**src/dht_defines.vh**
```
`ifndef DHT_DEFINES_VH
`define DHT_DEFINES_VH

// ----------------------------------------------------------------
// register byte offsets
// ----------------------------------------------------------------
`define DHT_OFS_OUT_CTRL 8'h00
`define DHT_OFS_GLB_CTRL 8'h04
`define DHT_OFS_LO_COUNT 8'h08
`define DHT_OFS_UP_COUNT 8'h0c
`define DHT_OFS_LO_PERIOD 8'h10
`define DHT_OFS_UP_PERIOD 8'h14
`define DHT_OFS_PIN_CFG 8'h18

// ----------------------------------------------------------------
// output control fields
// ----------------------------------------------------------------
`define DHT_OC_LEVEL_BIT 0
`define DHT_OC_POL_BIT 1
`define DHT_OC_LO_ENA_LSB 6
`define DHT_OC_UP_ENA_LSB 22
`define DHT_OC_RESET 32'h0000_0000
`define DHT_OC_POL_RESET 1'b0

// ----------------------------------------------------------------
// global control fields
// ----------------------------------------------------------------
`define DHT_GC_LO_RUN_BIT 0
`define DHT_GC_UP_RUN_BIT 1
`define DHT_GC_TOPO_LSB 2
`define DHT_GC_LIMIT_LSB 8
`define DHT_GC_PCOUNT_LSB 12
`define DHT_GC_RESET 32'h0000_0000

// ----------------------------------------------------------------
// encodings and reset values
// ----------------------------------------------------------------
`define DHT_TOPO_64BIT 2'h0
`define DHT_TOPO_UNCHAINED 2'h1
`define DHT_TOPO_RESERVED 2'h2
`define DHT_TOPO_CHAINED 2'h3
`define DHT_ENA_OFF 2'h0
`define DHT_ENA_ONCE 2'h1
`define DHT_ENA_CONT 2'h2
`define DHT_ENA_RESERVED 2'h3
`define DHT_PERIOD_RESET 32'h0000_0000
`define DHT_PERIOD_FULL 32'hffff_ffff
`define DHT_RESP_OKAY 2'h0
`define DHT_RESP_SLVERR 2'h2

`endif

```
**src/dht_half_timer.v**
```verilog
`timescale 1ns/100ps
`default_nettype none
`include "dht_defines.vh"

module dht_half_timer (
    // clock and reset
    input wire aclk,
    input wire aresetn,
    // control
    input wire run,
    input wire step_en,
    input wire [1:0] enable_sel,
    input wire [3:0] presc_limit,
    input wire [31:0] period,
    // state
    output reg [3:0] presc_count,
    output reg [31:0] count,
    output reg match_pulse
);

// ----------------------------------------------------------------
// prescaler, counter and single-run stop
// ----------------------------------------------------------------
reg stopped_reg;
wire counting;

// reserved enable code behaves as disabled, holding the count
assign counting = ((enable_sel == `DHT_ENA_ONCE) || (enable_sel == `DHT_ENA_CONT))
                  && !stopped_reg && step_en;

// one process: prescale step, counter step and period handling
always @(posedge aclk) begin
    if (!aresetn) begin
        presc_count <= 4'h0;
        count <= 32'h0000_0000;
        stopped_reg <= 1'b0;
        match_pulse <= 1'b0;
    end else if (!run) begin
        presc_count <= 4'h0;
        count <= 32'h0000_0000;
        stopped_reg <= 1'b0;
        match_pulse <= 1'b0;
    end else begin
        match_pulse <= 1'b0;
        if (enable_sel == `DHT_ENA_OFF) begin
            stopped_reg <= 1'b0; // rearm a single run once disabled
        end
        if (counting) begin
            if (presc_count == presc_limit) begin
                presc_count <= 4'h0;
                if (count == period) begin
                    match_pulse <= 1'b1;
                    if (enable_sel == `DHT_ENA_ONCE) begin
                        stopped_reg <= 1'b1;
                    end else begin
                        count <= 32'h0000_0000;
                    end
                end else begin
                    count <= count + 32'h0000_0001;
                end
            end else begin
                presc_count <= presc_count + 4'h1;
            end
        end
    end
end

endmodule // dht_half_timer
`default_nettype wire

```
**src/dht_top.v**
```verilog
// What this block does
// - timer pin is the output inverted when polarity select is 0, straight when 1.
// - output level flag in control bit 0 is read-only and shows the timer output.
// - pin driven from the output level flag, through the polarity inversion.
// - flag reads 0 for a low timer output and 1 for a high one.
// - upper prescale count in global bits 15-12 advances every clock while enabled in unchained topology, once per lower match when chained or 64-bit.
// - after the prescale count meets the limit, counter steps and prescale returns to zero.
// - upper prescale limit held in global bits 11-8, set by software.
// - single-run upper half stops when its counter equals the period.
// - continuous upper half clears its counter after matching the period, then continues.
// - topology bits 3-2: 0 is 64-bit, 1 unchained, 3 chained, 2 reserved.
// - upper half held in reset while global bit 1 is 0, released when 1.
// - upper enable select, obeyed in unchained topology only: 0 hold, 1 run once, 2 continuous, 3 reserved.
// - lower half held in reset while its run bit is 0, released when 1.
//
// Design decisions made here: the AXI4-Lite slave port and the register addresses.
`timescale 1ns/100ps
`default_nettype none
`include "dht_defines.vh"

module dht_top (
    // clock and reset
    input wire aclk,
    input wire aresetn,
    // axi4-lite write address
    input wire [7:0] s_axi_awaddr,
    input wire [2:0] s_axi_awprot,
    input wire s_axi_awvalid,
    output reg s_axi_awready,
    // axi4-lite write data
    input wire [31:0] s_axi_wdata,
    input wire [3:0] s_axi_wstrb,
    input wire s_axi_wvalid,
    output reg s_axi_wready,
    // axi4-lite write response
    output reg [1:0] s_axi_bresp,
    output reg s_axi_bvalid,
    input wire s_axi_bready,
    // axi4-lite read address
    input wire [7:0] s_axi_araddr,
    input wire [2:0] s_axi_arprot,
    input wire s_axi_arvalid,
    output reg s_axi_arready,
    // axi4-lite read data
    output reg [31:0] s_axi_rdata,
    output reg [1:0] s_axi_rresp,
    output reg s_axi_rvalid,
    input wire s_axi_rready,
    // timer pin
    output reg timer_pin_out,
    output reg timer_pin_oe
);

// ----------------------------------------------------------------
// register state
// ----------------------------------------------------------------
reg output_polarity_select_reg;
reg [1:0] lower_enable_select_reg;
reg [1:0] upper_enable_select_reg;
reg [3:0] upper_prescale_limit_reg;
reg [1:0] counter_topology_select_reg;
reg upper_half_run_reg;
reg lower_half_run_reg;
reg [31:0] lower_period_reg;
reg [31:0] upper_period_reg;
reg pin_drive_reg;
reg output_level_flag_reg;

// write channel holding state
reg aw_held_reg;
reg w_held_reg;
reg [7:0] wr_addr_reg;
reg [31:0] wr_data_reg;
reg [3:0] wr_strb_reg;

// ----------------------------------------------------------------
// counter arrangement
// ----------------------------------------------------------------
wire [3:0] upper_prescale_count;
wire [31:0] upper_counter;
wire [31:0] lower_counter;
wire lower_match;
wire upper_match;
wire topo_64;
wire topo_unchained;
wire topo_chained;
reg upper_step;
reg [1:0] upper_ena_eff;
reg [31:0] lower_period_eff;

assign topo_64 = (counter_topology_select_reg == `DHT_TOPO_64BIT);
assign topo_unchained = (counter_topology_select_reg == `DHT_TOPO_UNCHAINED);
assign topo_chained = (counter_topology_select_reg == `DHT_TOPO_CHAINED);

// how each topology feeds the upper half; reserved topology stalls it
always @* begin
    upper_step = 1'b0;
    upper_ena_eff = `DHT_ENA_OFF;
    lower_period_eff = lower_period_reg;
    if (topo_unchained) begin
        upper_step = 1'b1;
        upper_ena_eff = upper_enable_select_reg;
    end else if (topo_chained) begin
        // lower half acts as prescaler stage for the upper
        upper_step = lower_match;
        upper_ena_eff = `DHT_ENA_CONT;
    end else if (topo_64) begin
        // lower period forced to all ones, so its match is the carry
        upper_step = lower_match;
        upper_ena_eff = lower_enable_select_reg;
        lower_period_eff = `DHT_PERIOD_FULL;
    end
end

dht_half_timer u_lower (
    .aclk(aclk),
    .aresetn(aresetn),
    .run(lower_half_run_reg),
    .step_en(!(counter_topology_select_reg == `DHT_TOPO_RESERVED)),
    .enable_sel(lower_enable_select_reg),
    .presc_limit(4'h0),
    .period(lower_period_eff),
    .presc_count(),
    .count(lower_counter),
    .match_pulse(lower_match)
);

dht_half_timer u_upper (
    .aclk(aclk),
    .aresetn(aresetn),
    .run(upper_half_run_reg),
    .step_en(upper_step),
    .enable_sel(upper_ena_eff),
    .presc_limit(upper_prescale_limit_reg),
    .period(upper_period_reg),
    .presc_count(upper_prescale_count),
    .count(upper_counter),
    .match_pulse(upper_match)
);

// ----------------------------------------------------------------
// timer output and pin
// ----------------------------------------------------------------
// output toggles on each upper period match, a plain 50% wave
always @(posedge aclk) begin
    if (!aresetn) begin
        output_level_flag_reg <= 1'b0;
    end else if (!upper_half_run_reg) begin
        output_level_flag_reg <= 1'b0;
    end else if (upper_match) begin
        output_level_flag_reg <= !output_level_flag_reg;
    end
end

// pin registered; lags the flag by one clock
always @(posedge aclk) begin
    if (!aresetn) begin
        timer_pin_out <= 1'b0;
        timer_pin_oe <= 1'b0;
    end else begin
        timer_pin_out <= output_polarity_select_reg ? output_level_flag_reg
                                                    : !output_level_flag_reg;
        timer_pin_oe <= pin_drive_reg;
    end
end

// ----------------------------------------------------------------
// byte strobe mask
// ----------------------------------------------------------------
wire [31:0] wr_mask;
wire [31:0] wr_lane;
genvar gi;
generate
    for (gi = 0; gi < 4; gi = gi + 1) begin : g_lane
        assign wr_mask[gi*8 +: 8] = {8{wr_strb_reg[gi]}};
    end
endgenerate

// ----------------------------------------------------------------
// write channels
// ----------------------------------------------------------------
wire wr_fire;
wire [31:0] oc_cur;
wire [31:0] gc_cur;
wire [31:0] oc_new;
wire [31:0] gc_new;
wire [31:0] lp_new;
wire [31:0] up_new;
wire [31:0] pc_new;
wire wr_mapped;

assign wr_fire = aw_held_reg && w_held_reg && !s_axi_bvalid;
assign wr_lane = wr_data_reg & wr_mask;
assign oc_cur = {8'h00, upper_enable_select_reg, 14'h0000, lower_enable_select_reg,
                 4'h0, output_polarity_select_reg, 1'b0};
assign gc_cur = {20'h00000, upper_prescale_limit_reg, 4'h0, counter_topology_select_reg,
                 upper_half_run_reg, lower_half_run_reg};
assign oc_new = wr_lane | (oc_cur & ~wr_mask);
assign gc_new = wr_lane | (gc_cur & ~wr_mask);
assign lp_new = wr_lane | (lower_period_reg & ~wr_mask);
assign up_new = wr_lane | (upper_period_reg & ~wr_mask);
assign pc_new = wr_lane | ({31'h0, pin_drive_reg} & ~wr_mask);
assign wr_mapped = (wr_addr_reg <= `DHT_OFS_PIN_CFG); // map is contiguous and word aligned

// address and data are caught independently, in either order
always @(posedge aclk) begin
    if (!aresetn) begin
        aw_held_reg <= 1'b0;
        w_held_reg <= 1'b0;
        wr_addr_reg <= 8'h00;
        wr_data_reg <= 32'h0000_0000;
        wr_strb_reg <= 4'h0;
        s_axi_awready <= 1'b0;
        s_axi_wready <= 1'b0;
        s_axi_bvalid <= 1'b0;
        s_axi_bresp <= `DHT_RESP_OKAY;
    end else begin
        s_axi_awready <= !aw_held_reg && !(s_axi_awvalid && s_axi_awready);
        s_axi_wready <= !w_held_reg && !(s_axi_wvalid && s_axi_wready);
        if (s_axi_awvalid && s_axi_awready) begin
            aw_held_reg <= 1'b1;
            wr_addr_reg <= {s_axi_awaddr[7:2], 2'b00};
        end
        if (s_axi_wvalid && s_axi_wready) begin
            w_held_reg <= 1'b1;
            wr_data_reg <= s_axi_wdata;
            wr_strb_reg <= s_axi_wstrb;
        end
        if (wr_fire) begin
            s_axi_bvalid <= 1'b1;
            s_axi_bresp <= wr_mapped ? `DHT_RESP_OKAY : `DHT_RESP_SLVERR;
        end
        if (s_axi_bvalid && s_axi_bready) begin
            // release both holders only once the response is taken
            s_axi_bvalid <= 1'b0;
            aw_held_reg <= 1'b0;
            w_held_reg <= 1'b0;
            s_axi_awready <= 1'b1;
            s_axi_wready <= 1'b1;
        end
    end
end

// register updates; counters are read-only, writes there are dropped
always @(posedge aclk) begin
    if (!aresetn) begin
        output_polarity_select_reg <= `DHT_OC_POL_RESET;
        lower_enable_select_reg <= `DHT_ENA_OFF;
        upper_enable_select_reg <= `DHT_ENA_OFF;
        upper_prescale_limit_reg <= 4'h0;
        counter_topology_select_reg <= `DHT_TOPO_64BIT;
        upper_half_run_reg <= 1'b0;
        lower_half_run_reg <= 1'b0;
        lower_period_reg <= `DHT_PERIOD_RESET;
        upper_period_reg <= `DHT_PERIOD_RESET;
        pin_drive_reg <= 1'b0;
    end else if (wr_fire) begin
        if (wr_addr_reg == `DHT_OFS_OUT_CTRL) begin
            output_polarity_select_reg <= oc_new[`DHT_OC_POL_BIT];
            lower_enable_select_reg <= oc_new[`DHT_OC_LO_ENA_LSB +: 2];
            upper_enable_select_reg <= oc_new[`DHT_OC_UP_ENA_LSB +: 2];
        end else if (wr_addr_reg == `DHT_OFS_GLB_CTRL) begin
            upper_prescale_limit_reg <= gc_new[`DHT_GC_LIMIT_LSB +: 4];
            counter_topology_select_reg <= gc_new[`DHT_GC_TOPO_LSB +: 2];
            upper_half_run_reg <= gc_new[`DHT_GC_UP_RUN_BIT];
            lower_half_run_reg <= gc_new[`DHT_GC_LO_RUN_BIT];
        end else if (wr_addr_reg == `DHT_OFS_LO_PERIOD) begin
            lower_period_reg <= lp_new;
        end else if (wr_addr_reg == `DHT_OFS_UP_PERIOD) begin
            upper_period_reg <= up_new;
        end else if (wr_addr_reg == `DHT_OFS_PIN_CFG) begin
            pin_drive_reg <= pc_new[0];
        end
    end
end

// ----------------------------------------------------------------
// read channel
// ----------------------------------------------------------------
reg [31:0] rd_word;
reg rd_ok;
wire [7:0] rd_addr;

assign rd_addr = {s_axi_araddr[7:2], 2'b00};

// read mux
always @* begin
    rd_word = 32'h0000_0000;
    rd_ok = 1'b1;
    if (rd_addr == `DHT_OFS_OUT_CTRL) begin
        rd_word = oc_cur | {31'h0, output_level_flag_reg};
    end else if (rd_addr == `DHT_OFS_GLB_CTRL) begin
        rd_word = gc_cur | {16'h0000, upper_prescale_count, 12'h000};
    end else if (rd_addr == `DHT_OFS_LO_COUNT) begin
        rd_word = lower_counter;
    end else if (rd_addr == `DHT_OFS_UP_COUNT) begin
        rd_word = upper_counter;
    end else if (rd_addr == `DHT_OFS_LO_PERIOD) begin
        rd_word = lower_period_reg;
    end else if (rd_addr == `DHT_OFS_UP_PERIOD) begin
        rd_word = upper_period_reg;
    end else if (rd_addr == `DHT_OFS_PIN_CFG) begin
        rd_word = {31'h0, pin_drive_reg};
    end else begin
        rd_ok = 1'b0;
    end
end

// one read at a time; data sampled at the address handshake
always @(posedge aclk) begin
    if (!aresetn) begin
        s_axi_arready <= 1'b0;
        s_axi_rvalid <= 1'b0;
        s_axi_rdata <= 32'h0000_0000;
        s_axi_rresp <= `DHT_RESP_OKAY;
    end else if (s_axi_arvalid && s_axi_arready) begin
        s_axi_arready <= 1'b0;
        s_axi_rvalid <= 1'b1;
        s_axi_rdata <= rd_word;
        s_axi_rresp <= rd_ok ? `DHT_RESP_OKAY : `DHT_RESP_SLVERR;
    end else if (s_axi_rvalid && s_axi_rready) begin
        s_axi_rvalid <= 1'b0;
        s_axi_arready <= 1'b1;
    end else if (!s_axi_rvalid) begin
        s_axi_arready <= 1'b1;
    end
end

endmodule // dht_top
`default_nettype wire

```
**config.mk**
```make
export PLATFORM = sky130hd
export DESIGN_NAME = dht_top
export DESIGN_NICKNAME = d
export VERILOG_FILES = /design/src/dht_half_timer.v /design/src/dht_top.v
export VERILOG_INCLUDE_DIRS = /design/src
export SDC_FILE = /design/constraint.sdc
export NUM_CORES = 1
export LEC_CHECK = 0
export ABC_AREA = 1
export BUFFER_PORTS_ARGS = -buffer_cell sky130_fd_sc_hd__buf_2
export CORE_MARGIN = 2
export CORE_UTILIZATION = 40
export DETAILED_ROUTE_END_ITERATION = 7
export PLACE_DENSITY = 0.67
export SYNTH_ARGS = -nofsm -noshare
export SYNTH_HDL_FRONTEND = slang
export SYNTH_SLANG_ARGS = --single-unit
```
**constraint.sdc**
```tcl
create_clock -name aclk -period 3.15 [get_ports aclk]
set_input_delay 0.1575 -clock aclk [delete_from_list [all_inputs] [get_ports aclk]]
set_output_delay 0.1575 -clock aclk [all_outputs]
set_load 0.1 [all_outputs]
```
# --- After elaboration in Yosys (flattened, before gate mapping) ---
# Cells that the tools add are included.
classes:
  n_addsub: 4
  multipliers: 0
  div_mod_pow: 0
  n_lt_le_gt_ge: 1
  n_eq_ne: 23
  shift: 0
  mux: 50
  n_bitwise: 19
  n_reduce_logical: 44
ops:
  columns: ["cell", "n"]
  rows:
  - ["2-to-1 mux 32 bit", 13]
  - ["AND 32 bit", 3]
  - ["adder 32 x 1 -> 32 bit, second input constant", 2]
  - ["== test 32 bit", 2]
  - ["OR 32 bit", 2]
  - ["== test 6 x 3 -> 1 bit, second input constant", 6]
  - ["NOT 32 bit", 1]
  - ["2-to-1 mux 1 bit", 30]
  - ["AND 24 bit", 1]
  - ["OR 24 x 1 -> 24 bit", 1]
  - ["OR 24 bit", 1]
  - ["logical NOT 8 bit", 2]
  - ["OR 12 x 16 -> 16 bit", 1]
  - ["logical AND 1 bit", 13]
  - ["AND 12 bit", 1]
  - ["== test 6 x 1 -> 1 bit, second input constant", 2]
  - ["== test 6 x 2 -> 1 bit, second input constant", 2]
  - ["OR 12 bit", 1]
  - ["AND reduction 4 bit", 3]
  - ["2-to-1 mux 2 bit", 5]
  - ["logical NOT 1 bit", 9]
  - ["AND reduction 3 bit", 3]
  - ["adder 4 x 1 -> 4 bit, second input constant", 2]
  - ["== test 2 bit, second input constant", 4]
  - ["other kinds (17)", 31]
totals:
  reg_bits: 242
  latch_bits: 0
  mem_bits_rw: 0
  mem_bits_ro: 0
  in_bits: 65
  mem_count: 0

# --- Depth between registers and ports, before layout ---
logic_depth:
  ltp_word: 10
  depth_mapped: 16
  ltp_nobuf: 15

# --- By module ---
# From an unflattened synthesis, not the netlist that was laid out.
unflattened:
  cells_unflattened: 2159
  hier_area_um2: 13759.4
modules_own_cells:
  columns: ["mod", "n_inst", "cells_each", "area_each_um2", "seq_area_each_um2"]
  rows:
  - ["dht_top", 1, 1119, 7526.0, 3283.1]
  - ["dht_half_timer", 2, 520, 3116.7, 760.7]

# --- Least setup slack after synthesis ---
# Ideal clock, no wire load.
synth_timing:
  kind: "register -> register"
  from: "register with a tool-made name"
  to: "register u_upper.count[10]"
  setup_time_ns: 0.113
  arrival_time_ns: 2.199
  setup_slack_ns: 0.838
  path_stages_with_launch: 14
  synth_period_minus_slack_ns: 2.312
  path_cell_list: "dfxtp_1 -> inv_2 -> nor2_1 -> inv_1 -> o21ai_0 -> ha_1 -> nor3_1 -> o21ai_1 -> nor3_1 -> inv_1 -> nand2_1 -> nand2_1 -> nor2_1 -> nor2_1"
synth_rtl:
  columns: ["element", "line", "source"]
  rows:
  - ["to (signal assigned)", "dht_half_timer.v:59", "count <= count + 32'h0000_0001;"]
  - ["to (decl)", "dht_half_timer.v:17", "output reg [31:0] count,"]

==> summary.txt <==
power density relative to cell area: 455 nW/µm²
endpoint kind of the worst setup timing path: register
post-synthesis to final-layout area growth: 16.4%
count of final hold-check violations: 0
Total Neg Setup Slack: 0 ps
IO Pins: 108
Storage cell area: 4800 µm²
fraction of final layout cells sized beyond drive strength 1: 12.7%
number of endpoints failing setup at the final stage: 0
sequence of cells on the critical path: inv_2 -> nor2_1 -> inv_1 -> o21ai_0 -> ha_1 -> nor3_1 -> o21ai_1 -> nor2_1 -> nand2_1 -> nand2_1 -> nand2_1 -> nand2_1 -> nand2_1 -> nor2_1
flip-flop and latch count after synthesis: 240
via count of the first global-routing pass: 13400
number of buffers created by CTS: 28
Setup Crit Path Kind: register to register
count of H-tree levels built during CTS: 1
horizontal extent of the die: 189 µm
standard-cell row count: 67
global-route wire length before repair: 74.0 mm
most frequent CP cell: sky130_fd_sc_hd__nand2_1
total die area: 35600 µm²
worst ir drop on vdd: 0.426 mV
post-route minimum period: 2810 ps
pin count of the biggest net entering global routing: 50
Data required, critical path: 3660 ps
post-CTS setup-driven buffer insertion count: 0
worst max-slew margin expressed relative to the limit: 42.0%
CTS tree: built
remaining global-route overflow: 0
CORE AREA: 33500 µm²
most used cells in the layout excluding fill and tap cells: sky130_fd_sc_hd__nand2_1, sky130_fd_sc_hd__nor2_1, sky130_fd_sc_hd__dfxtp_1
area of the mapped netlist: 13600 µm²
critical path endpoint: u_upper.count[9]
post-placement cell count: 2557
Gate Count Post-Synth: 2081
endpoint arrival time on the critical path: 3330 ps
post-synthesis sequential area ratio: 35.3%
routed len/inst: 18.1 µm
post-cts sizing count: 0
number of remaining DRC errors: 0
EDFF count, synth: 0
Static Leakage: 5.80 nW
slew of the pin with the lowest slew margin: 868 ps
Detailed Route WL: 47.9 mm
Hold Crit Class: primary input to register
clock transition at the registers of the reported paths: 60 ps
initial antenna violation count: 2
DR iter-0 viols: 1291
reg2reg path depth: 14
Clock Tree Buf Depth: 3
Net count, final: 2255
reported max-cap violation count: 0
# port buffers: 95
dominant synthesized flop cell: sky130_fd_sc_hd__dfxtp_1
die height: 189 µm
delay of the slowest cell on the worst path: 450 ps
Worst Setup Slack post-DPL: 377 ps
master of the slowest instance on the critical path: sky130_fd_sc_hd__dfxtp_1
non-filler instance count after layout: 2651
post-route clock skew: 24.9 ps
Crit Path Max Fanout: 10
count of antenna-violating nets left after detailed routing: 0
Synth Area per Inst: 6.55 µm²
clock latency on the worst-skew pair: 570 ps
Final GP Congestion: 0.929
placed wire-length estimate: 35.7 mm
share of flip-flops with an asynchronous set or reset after synthesis: 0%
Final Max Slew Viols: 0
worst hold slack across all endpoints: 52.7 ps
share of the clock period used by the worst path: 89.3%
run status: completed
FMAX: 0.355 GHz
buffer cell driving the clock tree root: sky130_fd_sc_hd__clkbuf_16
overall track demand over capacity in global routing: 26.4%
count of hold buffers inserted by post-cts repair: 42
reg-to-reg endpoint: u_upper.count[9]
crit start category: register
post-synth cell types: 46
via-per-instance ratio: 5.38
min setup slack post-route: 336 ps
unrepaired setup endpoints after global routing: false
detailed-route via count: 14300
sink count of the clock tree: 240
area occupied by multi-input gates: 7500 µm²
Worst R2R Setup Slack: 340 ps
most common cell after layout, fill and taps aside: sky130_fd_sc_hd__nand2_1
number of iterations in the first detailed-routing pass: 6
starting density of the core: 40.6%
layout filler cell count: 3494
total number of yosys warnings: 0
-- cells in the mapped netlist (18+ instances only) --
| cell type | count | area share [%] |
|---|---|---|
| sky130_fd_sc_hd__nand2_1 | 499 | 14 |
| sky130_fd_sc_hd__nor2_1 | 289 | 8.0 |
| sky130_fd_sc_hd__dfxtp_1 | 240 | 35 |
| sky130_fd_sc_hd__inv_1 | 202 | 5.6 |
| sky130_fd_sc_hd__o21ai_0 | 170 | 6.2 |
| sky130_fd_sc_hd__a21oi_1 | 147 | 5.4 |
| sky130_fd_sc_hd__nand3_1 | 67 | 2.5 |
| sky130_fd_sc_hd__clkbuf_1 | 64 | 1.8 |
| sky130_fd_sc_hd__xor2_1 | 52 | 3.3 |
| sky130_fd_sc_hd__nor3_1 | 47 | 1.7 |
| sky130_fd_sc_hd__nand4_1 | 36 | 1.7 |
| sky130_fd_sc_hd__o22ai_1 | 32 | 1.5 |
| sky130_fd_sc_hd__nand2_2 | 31 | 1.4 |
| sky130_fd_sc_hd__a21oi_2 | 29 | 1.9 |
| sky130_fd_sc_hd__xnor2_1 | 23 | 1.5 |
| sky130_fd_sc_hd__nor2_2 | 18 | 0.83 |
-- cell type report --
type	instances	share of cell area (%)
Clock inverter	12	1.45
Timing Repair Buffer	170	7.29
Clock buffer	39	5.06
Tap cell	448	3.53
Inverter	214	5.07
Sequential cell	240	30.3
Multi-Input combinational cell	1527	47.3
Antenna cell	1	0.0158
-- logic make-up after synthesis --
group / Yosys count / synth area share, %
buffers and inverters: 315 / 9.77
flip-flops: 240 / 35.3
AND/OR/NAND/NOR: 1012 / 31.5
adder cells (fa/ha/maj): 9 / 0.826
AO/OA/AOI/OAI: 429 / 17.8
XOR/XNOR: 75 / 4.82
other: 1 / 0.0275
-- worst min path at each step --
stage | depth (start not counted) | to | startpoint
final | 3 | wr_data_reg[16] | s_axi_wdata[16]
after global routing | 3 | wr_data_reg[17] | s_axi_wdata[17]
after CTS | 3 | wr_data_reg[16] | s_axi_wdata[16]
after detailed placement | 3 | wr_data_reg[3] | s_axi_wdata[3]
after global placement | 3 | wr_data_reg[30] | s_axi_wdata[30]
after floorplan | 2 | wr_addr_reg[7] | s_axi_awaddr[7]
-- critical path, delay by kind of cell (launching register included) --
family	cells	cell delay, ps
buf+inv	2	170
simple gates	9	1370
fa+ha+maj	1	280
flops	1	450
compound gates	2	500
-- stage by stage --
step           instance area, µm²  power (mW)  util (%)
2_1_floorplan               13600        3.45         -
3_3_place_gp                14400        3.58      43.0
3_5_place_dp                14400        3.58      43.0
4_1_cts                     15900        7.25      47.3
5_1_grt                     15900        7.42      47.3
6_report                    15900        7.22      47.3
-- where the power goes --
part	internal (mW)	switching, mW	total (mW)
combinational	0.131	0.290	0.420
sequential	3.09	0.0621	3.15
clock	2.26	1.39	3.65
total	5.48	1.74	7.22
-- routing by layer --
metal / track usage (%) / wire [µm] / vias up
met5: 0 / 0 / -
met2: 41.9 / 21000 / 595
met4: 10.0 / 1820 / 0
met1: 36.4 / 21400 / 6632
met3: 3.50 / 3760 / 99
li1: - / - / 6937
(Power assumes the default switching activity.)
